<file path="config.mk">
export PLATFORM = sky130hd
export DESIGN_NAME = arbr_top
export DESIGN_NICKNAME = d
export VERILOG_FILES = /design/src/rtl/arbr_mem.v /design/src/rtl/arbr_top.v
export VERILOG_INCLUDE_DIRS = /design/src /design/src/rtl
export SDC_FILE = /design/constraint.sdc
export NUM_CORES = 1
export LEC_CHECK = 0
export ABC_CLOCK_PERIOD_IN_PS = 4200
export BUFFER_PORTS_ARGS = -buffer_cell sky130_fd_sc_hd__buf_2
export CAP_MARGIN = 0
export CORE_ASPECT_RATIO = 1.75
export CORE_UTILIZATION = 30
export CTS_CLUSTER_SIZE = 16
export DETAILED_ROUTE_END_ITERATION = 10
export GPL_TIMING_DRIVEN = 1
export PLACE_DENSITY = 0.57
export SLEW_MARGIN = 0
export SYNTH_ARGS = -nofsm -noshare
export SYNTH_HDL_FRONTEND = slang
export SYNTH_SLANG_ARGS = --single-unit
</file>
<file path="constraint.sdc">
create_clock -name pclk -period 4.2 [get_ports pclk]
set_clock_uncertainty 0.05 [all_clocks]
set_input_delay 0.63 -clock pclk [delete_from_list [all_inputs] [get_ports pclk]]
set_output_delay 0.63 -clock pclk [all_outputs]
set_load 0.01 [all_outputs]
</file>
<file path="src/rtl/arbr_consts.vh">
// Function
// RULE_01 - After reset the word reads full flag clear and empty flag set.
// RULE_02 - Result word is read-only and fills only while buffer mode is on.
// RULE_03 - In buffer mode every finished result is stored, never dropped; the code overwrites a staged result if its source repeats.
// RULE_04 - Twelve-bit result sits right-justified in bits 11 to 0.
// RULE_05 - Buffer holds 64 entries; full flag set when all 64 are unread.
// RULE_06 - Empty flag shows in the word returned by reading the last entry.
// RULE_07 - Bit 13 is reserved with no defined value.
// RULE_08 - Tag is 0 for X, first pressure, battery and second auxiliary.
// RULE_09 - Tag is 1 for Y, second pressure, first auxiliary and temperature.
// RULE_10 - Two-axis stores Y then X; four-value stores Y, X, pressures.
// RULE_11 - Pressure-only stores first pressure before second pressure.
// RULE_12 - Auto scan stores selected inputs: aux one, aux two, temperature.
// RULE_13 - Port scan stores battery, then aux one, then aux two.
// RULE_14 - Each read returns and removes the oldest entry; full clears on read.
`ifndef ARBR_CONSTS_VH
`define ARBR_CONSTS_VH

// ==========================================
// Register map (byte addresses)
`define ARBR_ADDR_RESULT 12'h000
`define ARBR_ADDR_CTRL 12'h004
`define ARBR_ADDR_STATUS 12'h008
`define ARBR_ADDR_MASK 12'h00C
`define ARBR_ADDR_LEVEL 12'h010

// ==========================================
// Result word layout
`define ARBR_FULL_BIT 15
`define ARBR_EMPTY_BIT 14
`define ARBR_RSVD_BIT 13
`define ARBR_TAG_BIT 12
`define ARBR_WORD_RESET 16'h4000
`define ARBR_DEPTH 7'h40
`define ARBR_CTRL_MODE_BIT 0

// ==========================================
// Interrupt status bits
`define ARBR_IRQ_PUSH 0
`define ARBR_IRQ_FULL 1
`define ARBR_IRQ_DRAIN 2
`define ARBR_IRQ_LOST 3

// ==========================================
// Result sources
`define ARBR_SRC_X 3'h0
`define ARBR_SRC_Y 3'h1
`define ARBR_SRC_PRESS_ONE 3'h2
`define ARBR_SRC_PRESS_TWO 3'h3
`define ARBR_SRC_BATT 3'h4
`define ARBR_SRC_AUX_ONE 3'h5
`define ARBR_SRC_AUX_TWO 3'h6
`define ARBR_SRC_TEMP 3'h7

// ==========================================
// Conversion types
`define ARBR_CONV_SINGLE 3'h0
`define ARBR_CONV_XY 3'h1
`define ARBR_CONV_XYZZ 3'h2
`define ARBR_CONV_ZZ 3'h3
`define ARBR_CONV_AUTO 3'h4
`define ARBR_CONV_PORT 3'h5

// ==========================================
// Store order, three bits per slot, slot 0 in the low bits
`define ARBR_ORDER_SINGLE 24'hFAC688
`define ARBR_ORDER_XY 24'hFAC681
`define ARBR_ORDER_ZZ 24'hFAC21A
`define ARBR_ORDER_AUTO 24'h8D11F5
`define ARBR_ORDER_PORT 24'hED11AC

`endif

</file>
<file path="src/rtl/arbr_mem.v">
`timescale 1ns/1ps
`default_nettype none

module arbr_mem (
    // Clock
    input wire pclk,
    input wire ce,
    // Write port
    input wire wr_en,
    input wire [5:0] wr_addr,
    input wire [12:0] wr_data,
    // Read port
    input wire [5:0] rd_addr,
    output reg [12:0] rd_data
);

    reg [12:0] mem [0:63];

    // Registered read, no reset: contents are undefined until written
    always @(posedge pclk) begin
        if (ce) begin
            if (wr_en) begin
                mem[wr_addr] <= wr_data;
            end
            rd_data <= mem[rd_addr];
        end
    end

endmodule

`default_nettype wire

</file>
<file path="src/rtl/arbr_top.v">
// The APB register port and the register addresses were chosen for this implementation.
`timescale 1ns/1ps
`default_nettype none
`include "arbr_consts.vh"

module arbr_top (
    // Clock and reset
    input wire pclk,
    input wire presetn,
    input wire ce,
    // APB slave
    input wire psel,
    input wire penable,
    input wire pwrite,
    input wire [11:0] paddr,
    input wire [31:0] pwdata,
    output reg [31:0] prdata,
    output reg pready,
    output reg pslverr,
    // Converter result stream
    input wire res_valid,
    input wire [2:0] res_source,
    input wire [11:0] res_value,
    input wire [2:0] conv_type,
    input wire conv_done,
    output reg conv_ready,
    // Interrupt
    output reg irq
);

    // ==========================================
    // Helpers
    function src_tag;
        input [2:0] src;
        begin
            case (src)
                `ARBR_SRC_Y, `ARBR_SRC_PRESS_TWO, `ARBR_SRC_AUX_ONE, `ARBR_SRC_TEMP: begin
                    src_tag = 1'b1; // RULE_09
                end
                default: src_tag = 1'b0; // RULE_08
            endcase
        end
    endfunction

    function [2:0] order_src;
        input [2:0] ctype;
        input [2:0] idx;
        reg [23:0] seq;
        begin
            case (ctype)
                `ARBR_CONV_XY: seq = `ARBR_ORDER_XY; // RULE_10
                `ARBR_CONV_XYZZ: seq = `ARBR_ORDER_XY; // RULE_10
                `ARBR_CONV_ZZ: seq = `ARBR_ORDER_ZZ; // RULE_11
                `ARBR_CONV_AUTO: seq = `ARBR_ORDER_AUTO; // RULE_12
                `ARBR_CONV_PORT: seq = `ARBR_ORDER_PORT; // RULE_13
                default: seq = `ARBR_ORDER_SINGLE;
            endcase
            order_src = seq[idx*3 +: 3];
        end
    endfunction

    // One-hot register select, shared by the write strobes and the read pop
    function [4:0] addr_hit;
        input [11:0] addr;
        begin
            addr_hit = 5'h00;
            case (addr)
                `ARBR_ADDR_RESULT: addr_hit = 5'h01;
                `ARBR_ADDR_CTRL: addr_hit = 5'h02;
                `ARBR_ADDR_STATUS: addr_hit = 5'h04;
                `ARBR_ADDR_MASK: addr_hit = 5'h08;
                `ARBR_ADDR_LEVEL: addr_hit = 5'h10;
                default: addr_hit = 5'h00;
            endcase
        end
    endfunction

    // ==========================================
    // State
    localparam [1:0] AP_IDLE = 2'h0;
    localparam [1:0] AP_WAIT = 2'h1;
    localparam [1:0] AP_FETCH = 2'h2;
    localparam [1:0] AP_DONE = 2'h3;
    localparam ST_COLLECT = 1'b0;
    localparam ST_FLUSH = 1'b1;

    reg [1:0] ap_phase;
    reg fl_state;
    reg [2:0] fl_idx;
    reg [2:0] fl_type;
    reg mode_en;
    reg [3:0] irq_status;
    reg [3:0] irq_mask;
    reg [5:0] wr_ptr;
    reg [5:0] rd_ptr;
    reg [6:0] count;
    reg [7:0] slot_valid;
    wire [12:0] mem_rdata;
    wire [11:0] slot_value [0:7];

    // ==========================================
    // Staging slots, one per source
    wire accept = res_valid & conv_ready & mode_en; // RULE_02
    wire [7:0] slot_clear;

    genvar g;
    generate
        for (g = 0; g < 8; g = g + 1) begin : g_slot
            reg [11:0] value;
            always @(posedge pclk or negedge presetn) begin
                if (!presetn) begin
                    value <= 12'h000;
                end else if (ce && accept && res_source == g) begin
                    value <= res_value; // RULE_03
                end
            end
            assign slot_value[g] = value;
        end
    endgenerate

    // ==========================================
    // Flush sequencer
    wire [2:0] fl_src = order_src(fl_type, fl_idx);
    wire fl_has = slot_valid[fl_src];
    wire fl_full = (count == `ARBR_DEPTH);
    // Pushes pause while a read is in flight so the popped word stays coherent
    wire push = (fl_state == ST_FLUSH) && fl_has && !fl_full && (ap_phase == AP_IDLE); // RULE_03
    wire fl_step = (fl_state == ST_FLUSH) && (!fl_has || push);
    wire fl_last = fl_step && (fl_idx == 3'h7);
    wire start = (fl_state == ST_COLLECT) && conv_done;
    wire next_ready = fl_state == ST_COLLECT ? !start : fl_last;
    wire [12:0] push_word = {src_tag(fl_src), slot_value[fl_src]}; // RULE_04

    assign slot_clear = push ? (8'h01 << fl_src) : 8'h00;

    // Ready drops the cycle after conv_done and returns the cycle after the last slot step

    always @(posedge pclk or negedge presetn) begin
        if (!presetn) begin
            fl_state <= ST_COLLECT;
            fl_idx <= 3'h0;
            fl_type <= `ARBR_CONV_SINGLE;
            slot_valid <= 8'h00;
            conv_ready <= 1'b0;
        end else if (ce) begin
            conv_ready <= next_ready;
            slot_valid <= (slot_valid & ~slot_clear) | (accept ? (8'h01 << res_source) : 8'h00);
            case (fl_state)
                ST_COLLECT: begin
                    if (start) begin
                        fl_state <= ST_FLUSH;
                        fl_idx <= 3'h0;
                        fl_type <= conv_type;
                    end
                end
                ST_FLUSH: begin
                    if (fl_last) begin
                        fl_state <= ST_COLLECT;
                    end else if (fl_step) begin
                        fl_idx <= fl_idx + 3'h1;
                    end
                end
                default: fl_state <= ST_COLLECT;
            endcase
        end
    end

    // ==========================================
    // Result memory
    // Registered read adds a cycle; the three APB wait states cover it
    arbr_mem arbr_mem_inst (
        .pclk(pclk),
        .ce(ce),
        .wr_en(push),
        .wr_addr(wr_ptr),
        .wr_data(push_word),
        .rd_addr(rd_ptr),
        .rd_data(mem_rdata)
    );

    // ==========================================
    // APB access
    wire [4:0] hit = addr_hit(paddr);
    wire is_read_result = !pwrite && hit[0];
    wire fetch = (ap_phase == AP_FETCH);
    wire pop = fetch && is_read_result && (count != 7'h00); // RULE_14
    wire [6:0] count_after = count - {6'h00, pop};
    wire wr_ctrl = fetch && pwrite && hit[1];
    wire wr_stat = fetch && pwrite && hit[2];
    wire wr_mask = fetch && pwrite && hit[3];
    reg [15:0] res_word;
    reg [31:0] next_prdata;
    reg next_err;

    always @* begin
        res_word = `ARBR_WORD_RESET;
        res_word[`ARBR_FULL_BIT] = (count == `ARBR_DEPTH); // RULE_05
        res_word[`ARBR_EMPTY_BIT] = (count_after == 7'h00); // RULE_06
        res_word[`ARBR_RSVD_BIT] = 1'b0; // RULE_07
        // Data bits stay zero on an empty read, no stale word leaks out
        if (count != 7'h00) begin
            res_word[12:0] = mem_rdata; // RULE_04
        end
    end

    always @* begin
        next_prdata = 32'h00000000;
        next_err = 1'b0;
        case (paddr)
            `ARBR_ADDR_RESULT: next_prdata = pwrite ? 32'h00000000 : {16'h0000, res_word};
            `ARBR_ADDR_CTRL: next_prdata = {31'h00000000, mode_en};
            `ARBR_ADDR_STATUS: next_prdata = {28'h0000000, irq_status};
            `ARBR_ADDR_MASK: next_prdata = {28'h0000000, irq_mask};
            `ARBR_ADDR_LEVEL: next_prdata = {25'h0000000, count};
            default: next_err = 1'b1;
        endcase
        if (pwrite) begin
            next_prdata = 32'h00000000;
        end
    end

    always @(posedge pclk or negedge presetn) begin
        if (!presetn) begin
            ap_phase <= AP_IDLE;
            pready <= 1'b0;
            prdata <= 32'h00000000;
            pslverr <= 1'b0;
            mode_en <= 1'b0;
            irq_mask <= 4'h0;
        end else if (ce) begin
            pready <= 1'b0;
            pslverr <= 1'b0;
            case (ap_phase)
                AP_IDLE: begin
                    if (psel && penable) begin
                        ap_phase <= AP_WAIT;
                    end
                end
                AP_WAIT: begin
                    ap_phase <= AP_FETCH;
                end
                AP_FETCH: begin
                    pready <= 1'b1;
                    prdata <= next_prdata;
                    pslverr <= next_err;
                    ap_phase <= AP_DONE;
                end
                AP_DONE: begin
                    ap_phase <= AP_IDLE;
                end
                default: ap_phase <= AP_IDLE;
            endcase
            if (wr_ctrl) begin
                mode_en <= pwdata[`ARBR_CTRL_MODE_BIT];
            end
            if (wr_mask) begin
                irq_mask <= pwdata[3:0];
            end
        end
    end

    // ==========================================
    // Pointers and fill level
    always @(posedge pclk or negedge presetn) begin
        if (!presetn) begin
            wr_ptr <= 6'h00;
            rd_ptr <= 6'h00;
            count <= 7'h00; // RULE_01
        end else if (ce) begin
            if (push) begin
                wr_ptr <= wr_ptr + 6'h01;
            end
            if (pop) begin
                rd_ptr <= rd_ptr + 6'h01; // RULE_14
            end
            // Push and pop never share a cycle: pushes wait while a read is open
            count <= count + {6'h00, push} - {6'h00, pop};
        end
    end

    // ==========================================
    // Interrupts
    wire [3:0] ev;
    assign ev[`ARBR_IRQ_PUSH] = push;
    assign ev[`ARBR_IRQ_FULL] = push && (count == `ARBR_DEPTH - 7'h01);
    assign ev[`ARBR_IRQ_DRAIN] = pop && (count_after == 7'h00);
    // A result offered while the sequencer is busy would be lost if the source ignores ready
    assign ev[`ARBR_IRQ_LOST] = res_valid && mode_en && (!conv_ready || slot_valid[res_source]);

    wire [3:0] stat_clr = wr_stat ? pwdata[3:0] : 4'h0;
    // Set beats clear so an event in the clearing cycle survives
    wire [3:0] next_status = (irq_status & ~stat_clr) | ev;

    always @(posedge pclk or negedge presetn) begin
        if (!presetn) begin
            irq_status <= 4'h0;
            irq <= 1'b0;
        end else if (ce) begin
            irq_status <= next_status;
            irq <= |(next_status & (wr_mask ? pwdata[3:0] : irq_mask));
        end
    end

endmodule

`default_nettype wire

</file>
Word level (Yosys, flattened, before mapping). Memories as Yosys holds them, arrays and structs flattened. A register that Yosys moved wholly into a read port is not among the register bits. Cells that the tools add are included.

RAM bits: 832. Output and inout bits: 36. Register bits after elaboration: 177. Memories kept: 1.

Memory list: arbr_mem_inst.mem (depth 64, bits a word 13, rd ports 1, clocked after memory_dff 1, write ports 1, RTL line arbr_mem.v:17) `reg [12:0] mem [0:63];`.

Bitwise logic cells: 11. Add/sub/neg operators: 6. Eq/ne operators: 30. Shifts and indexed selects: 3. Order comparisons: 3. Multipliers: 1. Reductions and logical operators: 50. Mux-type cells: 33.

Operator list (number): $pmux W23 S4 (1); $pmux W16 S5 (1); $bmux W12 S3 (1); $mux W32 (1); $eq A3 B3 Y1 const B (9); $logic_and A1 B1 Y1 (27); $eq A12 B4 Y1 const B (2); $mux W12 (2); $shiftx A24 B6 Y3 (1); $pmux W4 S5 (1); $mux W8 (2); $shl A1 B3 Y8 const A (2); $eq A3 B2 Y1 const B (5); $sub A7 B1 Y7 (2); $mux W13 (1); $add A6 B1 Y6 const B (2); $eq A12 B3 Y1 const B (1); $eq A12 B5 Y1 const B (1); $logic_not A12 Y1 (1); $mux W1 (12); $reduce_and A2 Y1 (5); $eq A3 B1 Y1 const B (3); $mux W3 (3); $and A4 B4 Y4 (2); 36 further kinds (49).

Depth between registers and ports, before layout.
Word-level depth: 14. Mapped depth: 19. Gate-level depth less buffers: 17.

Cells and area by module. From an unflattened synthesis, not the netlist that was laid out.

Cell total of the unflattened synthesis: 2195. Area, all modules: 40978.1 um2.

Modules (own cells, without submodules): arbr_mem (area an instance 32513.7 um2, seq. area each 25374.3 um2, cells each 1427, instances 1); arbr_top (area an instance 8464.4 um2, seq. area each 4003.8 um2, cells each 768, instances 1).

Worst setup path after synthesis. OpenSTA, ideal clock, no wires.

Kind: register to register. Start: reg fl_type[2]. End: mem arbr_mem_inst.mem[0][10] (data pin). Cell stages (with the launch flop): 9. Arrival: 3.865 ns. Library setup time: 0.588 ns. Path buffers: 3. Data required time: 3.562 ns. Setup slack: -0.303 ns. Cell sequence: dfrtp_1 buf_4 nor2b_1 a2111oi_2 or3_1 clkbuf_1 clkbuf_1 a222oi_1 a31oi_1.

Cells in the longest elaborated chain, start to end: 8. Elaborated cells on any way between the ends: 12. Those cells by class: 5 x eq/ne; 1 x shift; 4 x mux; 1 x bitwise; 1 x reduce/logical.

Ends and longest elaborated chain: start, declared (RTL line arbr_top.v:90) `reg [2:0] fl_type;`; start signal, assigned (RTL line arbr_top.v:142) `` fl_type <= `ARBR_CONV_SINGLE; ``; start signal, assigned (RTL line arbr_top.v:153) `fl_type <= conv_type;`; $eq A3 B2 Y1 or $eq A3 B1 Y1 (tied branches) (RTL line arbr_top.v:50) `case (ctype)`; $reduce_or A2 Y1 (no source line); $pmux W23 S4 (*) (RTL line arbr_top.v:50); $shiftx A24 B6 Y3 (*) (RTL line arbr_top.v:58) `order_src = seq[idx*3 +: 3];`; $not A3 Y4 (not written as such) (*) (RTL line arbr_top.v:132) `wire [12:0] push_word = {src_tag(fl_src), slot_value[fl_src]};`; $bmux W12 S3 (*) (RTL line arbr_top.v:132); $mux W12 (not written as such) (*) (2 in series) (RTL line arbr_top.v:132); net arbr_mem_inst.wr_data[10] (RTL line arbr_mem.v:11) `input wire [12:0] wr_data,`; end, declared (RTL line arbr_mem.v:17).

Mark *: on every way through the listed nets, which the timed path passes. The rest lies on a longest branch. The select of a mux whose other input is x is not followed.

Final worst setup path.
Start: reg fl_type[1]. End: reg count[6].

Cells in the longest elaborated chain, start to end: 11. Elaborated cells on any way between the ends: 15. Those cells by class: 2 x add/sub; 5 x eq/ne; 1 x shift; 3 x mux; 4 x reduce/logical.

Ends and longest elaborated chain: $eq A3 B2 Y1 or $eq A3 B1 Y1 (tied branches) (RTL line arbr_top.v:50); $reduce_or A2 Y1 (no source line); $pmux W23 S4 (*) (RTL line arbr_top.v:50); $shiftx A24 B6 Y3 (*) (RTL line arbr_top.v:58); $bmux W1 S3 (*) (RTL line arbr_top.v:124) `wire fl_has = slot_valid[fl_src];`; $mux W1 (not written as such) (*) (RTL line arbr_top.v:124); $logic_and A1 B1 Y1 (*) (3 in series) (RTL line arbr_top.v:127) `wire push = (fl_state == ST_FLUSH) && fl_has && !fl_full && (ap_phase == AP_IDLE);`; $add A7 B1 Y7 (*) (RTL line arbr_top.v:277) `count <= count + {6'h00, push} - {6'h00, pop};`; $sub A7 B1 Y7 (*) (RTL line arbr_top.v:277); end signal, assigned (RTL line arbr_top.v:277); end, declared (RTL line arbr_top.v:96) `reg [6:0] count;`.

Mark *: on every way between the ends. The rest lies on a longest branch, timed or not. The select of a mux whose other input is x is not followed. A chain may end at the register's enable or synchronous reset.

==> run metrics <==
outcome finished, final reports clean; DRT antenna net count 0; largest family of logic cells by synthesized area multiplexers; Min-Delay Startpoint conv_type[1]; cell area after layout about 47000 sq um; GR Layer Usage met3 0.0213; first-pass GRT wire length 145 mm; die extent in x approximately 280 um; async set-reset flop share out of synthesis 0.159; adder-cell share of the synthesized area 0.00662; GRT overflow 0; PD cells around 560 nW/um^2; CTS tree yes; Max-Cap Viols 0; die height around 500 um; Die ar. roughly 140000 sq um; setup violators final 0; worst-skew pair later-pin latency around 700 ps; CP max FO 8; WL per Instance about 24 um; leading cell type by number of instances after synthesis edfxtp_1; post-synthesis cell type count 86; global routing usage on met2 0.284; multiplexer share of the synthesized area 0.183; Nets 2300; relative slew slack 0.332; final non-filler cell total ~4100; crit path launch type flop; hpwl dp approximately 65 mm; Compound-Gate Fraction of Synth Area 0.0320; vias per cell between 5 and 6; Arr. time, crit path between 4000 and 5000 ps; Lkg Pwr roughly 15 nW; I/O pins between 100 and 150; Post-Syn Instances slightly above 2000; dpl ws between 200 and 250 ps; clk buf depth 3; Post-Synth XOR/XNOR Area 0.00322; layer with the highest usage met2; CTS Buf Count between 80 and 90; fmax approximately 0.25 GHz; Syn. warnings 0; Setup CP Type flop to flop; number of global-route vias before repair between 20000 and 25000; met1 Track Usage GR 0.146; vias post-DR between 20000 and 25000; final setup margin 149 ps; drt pass-1 iters 8; Min Clock Period, post-route about 4100 ps; worst r2r src fl_type[1]; Post-synth EDFFs 845; GP Congestion between 0.8 and 0.9; Post-synth top flop edfxtp_1; sequential area share after synthesis 0.720; total track usage 0.144; row count between 150 and 200; starting density of the core 0.303; DP Area around 45000 sq um; r2r setup slk 150 ps; Worst Tran Pin Value about 1000 ps; FF+latch count, synth 1005; Final period util 0.965; hold slack 143 ps; layout cells sized above 1 0.369; IO Port Bufs 60; antenna violations before repair 2; largest net degree at the start of global routing between 60 and 70; Reg clk slew, reported paths roughly 70 ps; clk sinks between 1000 and 1500; top post-synthesis cells by count 845 x edfxtp_1, 275 x mux4_2, 160 x dfrtp_1; H-tree levels 3; CP required around 4800 ps; synthesized cell area between 40000 and 50000 sq um; Slew Limit Fails 0; Avg Cell Area, Syn 20.0 sq um; Residual DRC 0; Peak VDD IR between 0.0006 and 0.0007 V; main area contributors after synthesis edfxtp_1 62%, mux4_2 15%, dfrtp_1 9.8%; Fin. Hold Viols 0; DRT iter0 DRCs 1686; area growth from synthesis to layout 16.2%; core area roughly 130000 sq um; Root Driver clkbuf_16; final WL approximately 100 mm; Hold/Removal Path Class input port to flop; placed instance count 3920; origin of the worst setup path fl_type[1]; critical path endpoint category flop; Yosys top cell area share 0.622; Post-Synth Simple-Gate Area 0.0364; Synth area leader edfxtp_1
==> routing by layer <==
| metal | vias to the layer above | part of all wire |
|---|---|---|
| met5 | - | 0.00013 |
| met4 | 2 | 0.046 |
| met3 | 173 | 0.038 |
| met2 | 569 | 0.58 |
| met1 | 10900 | 0.34 |
| li1 | 8708 | - |
==> path summary, 6_finish.rpt <==
kind / depth (start not counted) / to
min reg2reg: 1 / prdata[9]
max: 17 / count[6]
max reg2reg: 17 / count[6]
max in group asynchronous: 3 / g_slot[5].value[4]
min: 2 / fl_type[1]
min in group asynchronous: 2 / g_slot[0].value[5]
==> layout by cell type, fill, tap and decap left out, types with 6 or more instances in the layout <==
cell type / count
edfxtp_1: 845
dfrtp_1: 152
a31oi_4: 12
conb_1: 17
buf_12: 27
o21ai_0: 25
inv_1: 24
ha_1: 20
nand3_1: 16
mux4_2: 275
nor3_1: 6
nor3_2: 65
nor2_1: 38
and3_1: 14
clkinv_2: 13
nand4_1: 7
nand2b_1: 10
a222oi_1: 24
buf_2: 59
clkinv_1: 16
mux2_2: 107
buf_4: 117
xor2_1: 8
clkbuf_16: 83
nand3b_1: 6
a22o_1: 9
clkbuf_1: 9
bufinv_16: 8
a21oi_1: 22
xnor2_1: 7
nor2b_1: 7
or2_2: 7
nand2_1: 76
==> worst max-delay path, stage by stage (launching register included) <==
cell and delay [ps]:
dfrtp_2 470, nand2b_1 300, o21ai_0 300, nand4_1 250, o221a_4 350, o211a_2 160
o21ai_2 180, ha_1 160, inv_1 50, ha_1 210, fa_1 410, nand2b_1 110
a21oi_1 90, o21bai_1 130, a21oi_1 100, or3_1 330, a21oi_2 160, xor2_1 160
==> kinds of logic (layout without fill, tap and decap cells) <==
| logic type | count (synthesis) | in the layout |
|---|---|---|
| flops | 1005 | 1005 |
| buf+inv | 167 | 374 |
| simple gates | 286 | 286 |
| xor+xnor | 15 | 15 |
| compound gates | 162 | 162 |
| mux | 388 | 388 |
| fa+ha+maj | 21 | 21 |
| other cells | 1 | 19 |
==> where the power goes <==
group	total [mW]	internal [mW]	switching [mW]	leakage, nW
Sequential	13.1	12.9	0.199	9.89
Combinational	5.54	1.41	4.13	4.17
Clock	7.75	4.17	3.58	1.29
==> stage by stage <==
step | setup TNS, ps | total power, mW | utilization
after floorplan | 0 | 16.1 | -
after global placement | 0 | 18.5 | 0.332
after detailed placement | 0 | 18.8 | 0.332
after CTS | 0 | 26.6 | 0.352
after global routing | -113 | 27.4 | 0.352
final | 0 | 26.4 | 0.352
==> flip-flops by register name, indices dropped and copies added, names as in the netlist, 6 cells and up <==
| register | cells |
|---|---|
| prdata | 15 |
| rd_ptr | 6 |
| count | 7 |
| slot_valid | 8 |
| arbr_mem_inst.mem | 832 |
| g_slot.value | 96 |
| wr_ptr | 6 |
| arbr_mem_inst.rd_data | 13 |
==> repair_timing <==
| action | in CTS | in global routing |
|---|---|---|
| resized for setup | 0 | 10 |
| buffers inserted | 0 | 3 |
| setup endpoints to repair | 0 | 1 |
| hold buffers | 1 | 0 |
| endpoints found under the hold margin | 57 | 0 |
==> area by class of cell <==
type,instances,area (sq um)
inverter,25,97.6
tap,1800,2250
sequential,1005,29400
antenna,2,5.00
timing repair buffer,205,1740
clock inverter,50,524
multi-input combinational,889,11300
fill,12400,87300
clock buffer,94,2130
No activity file was read; power rests on OpenSTA's default activity.
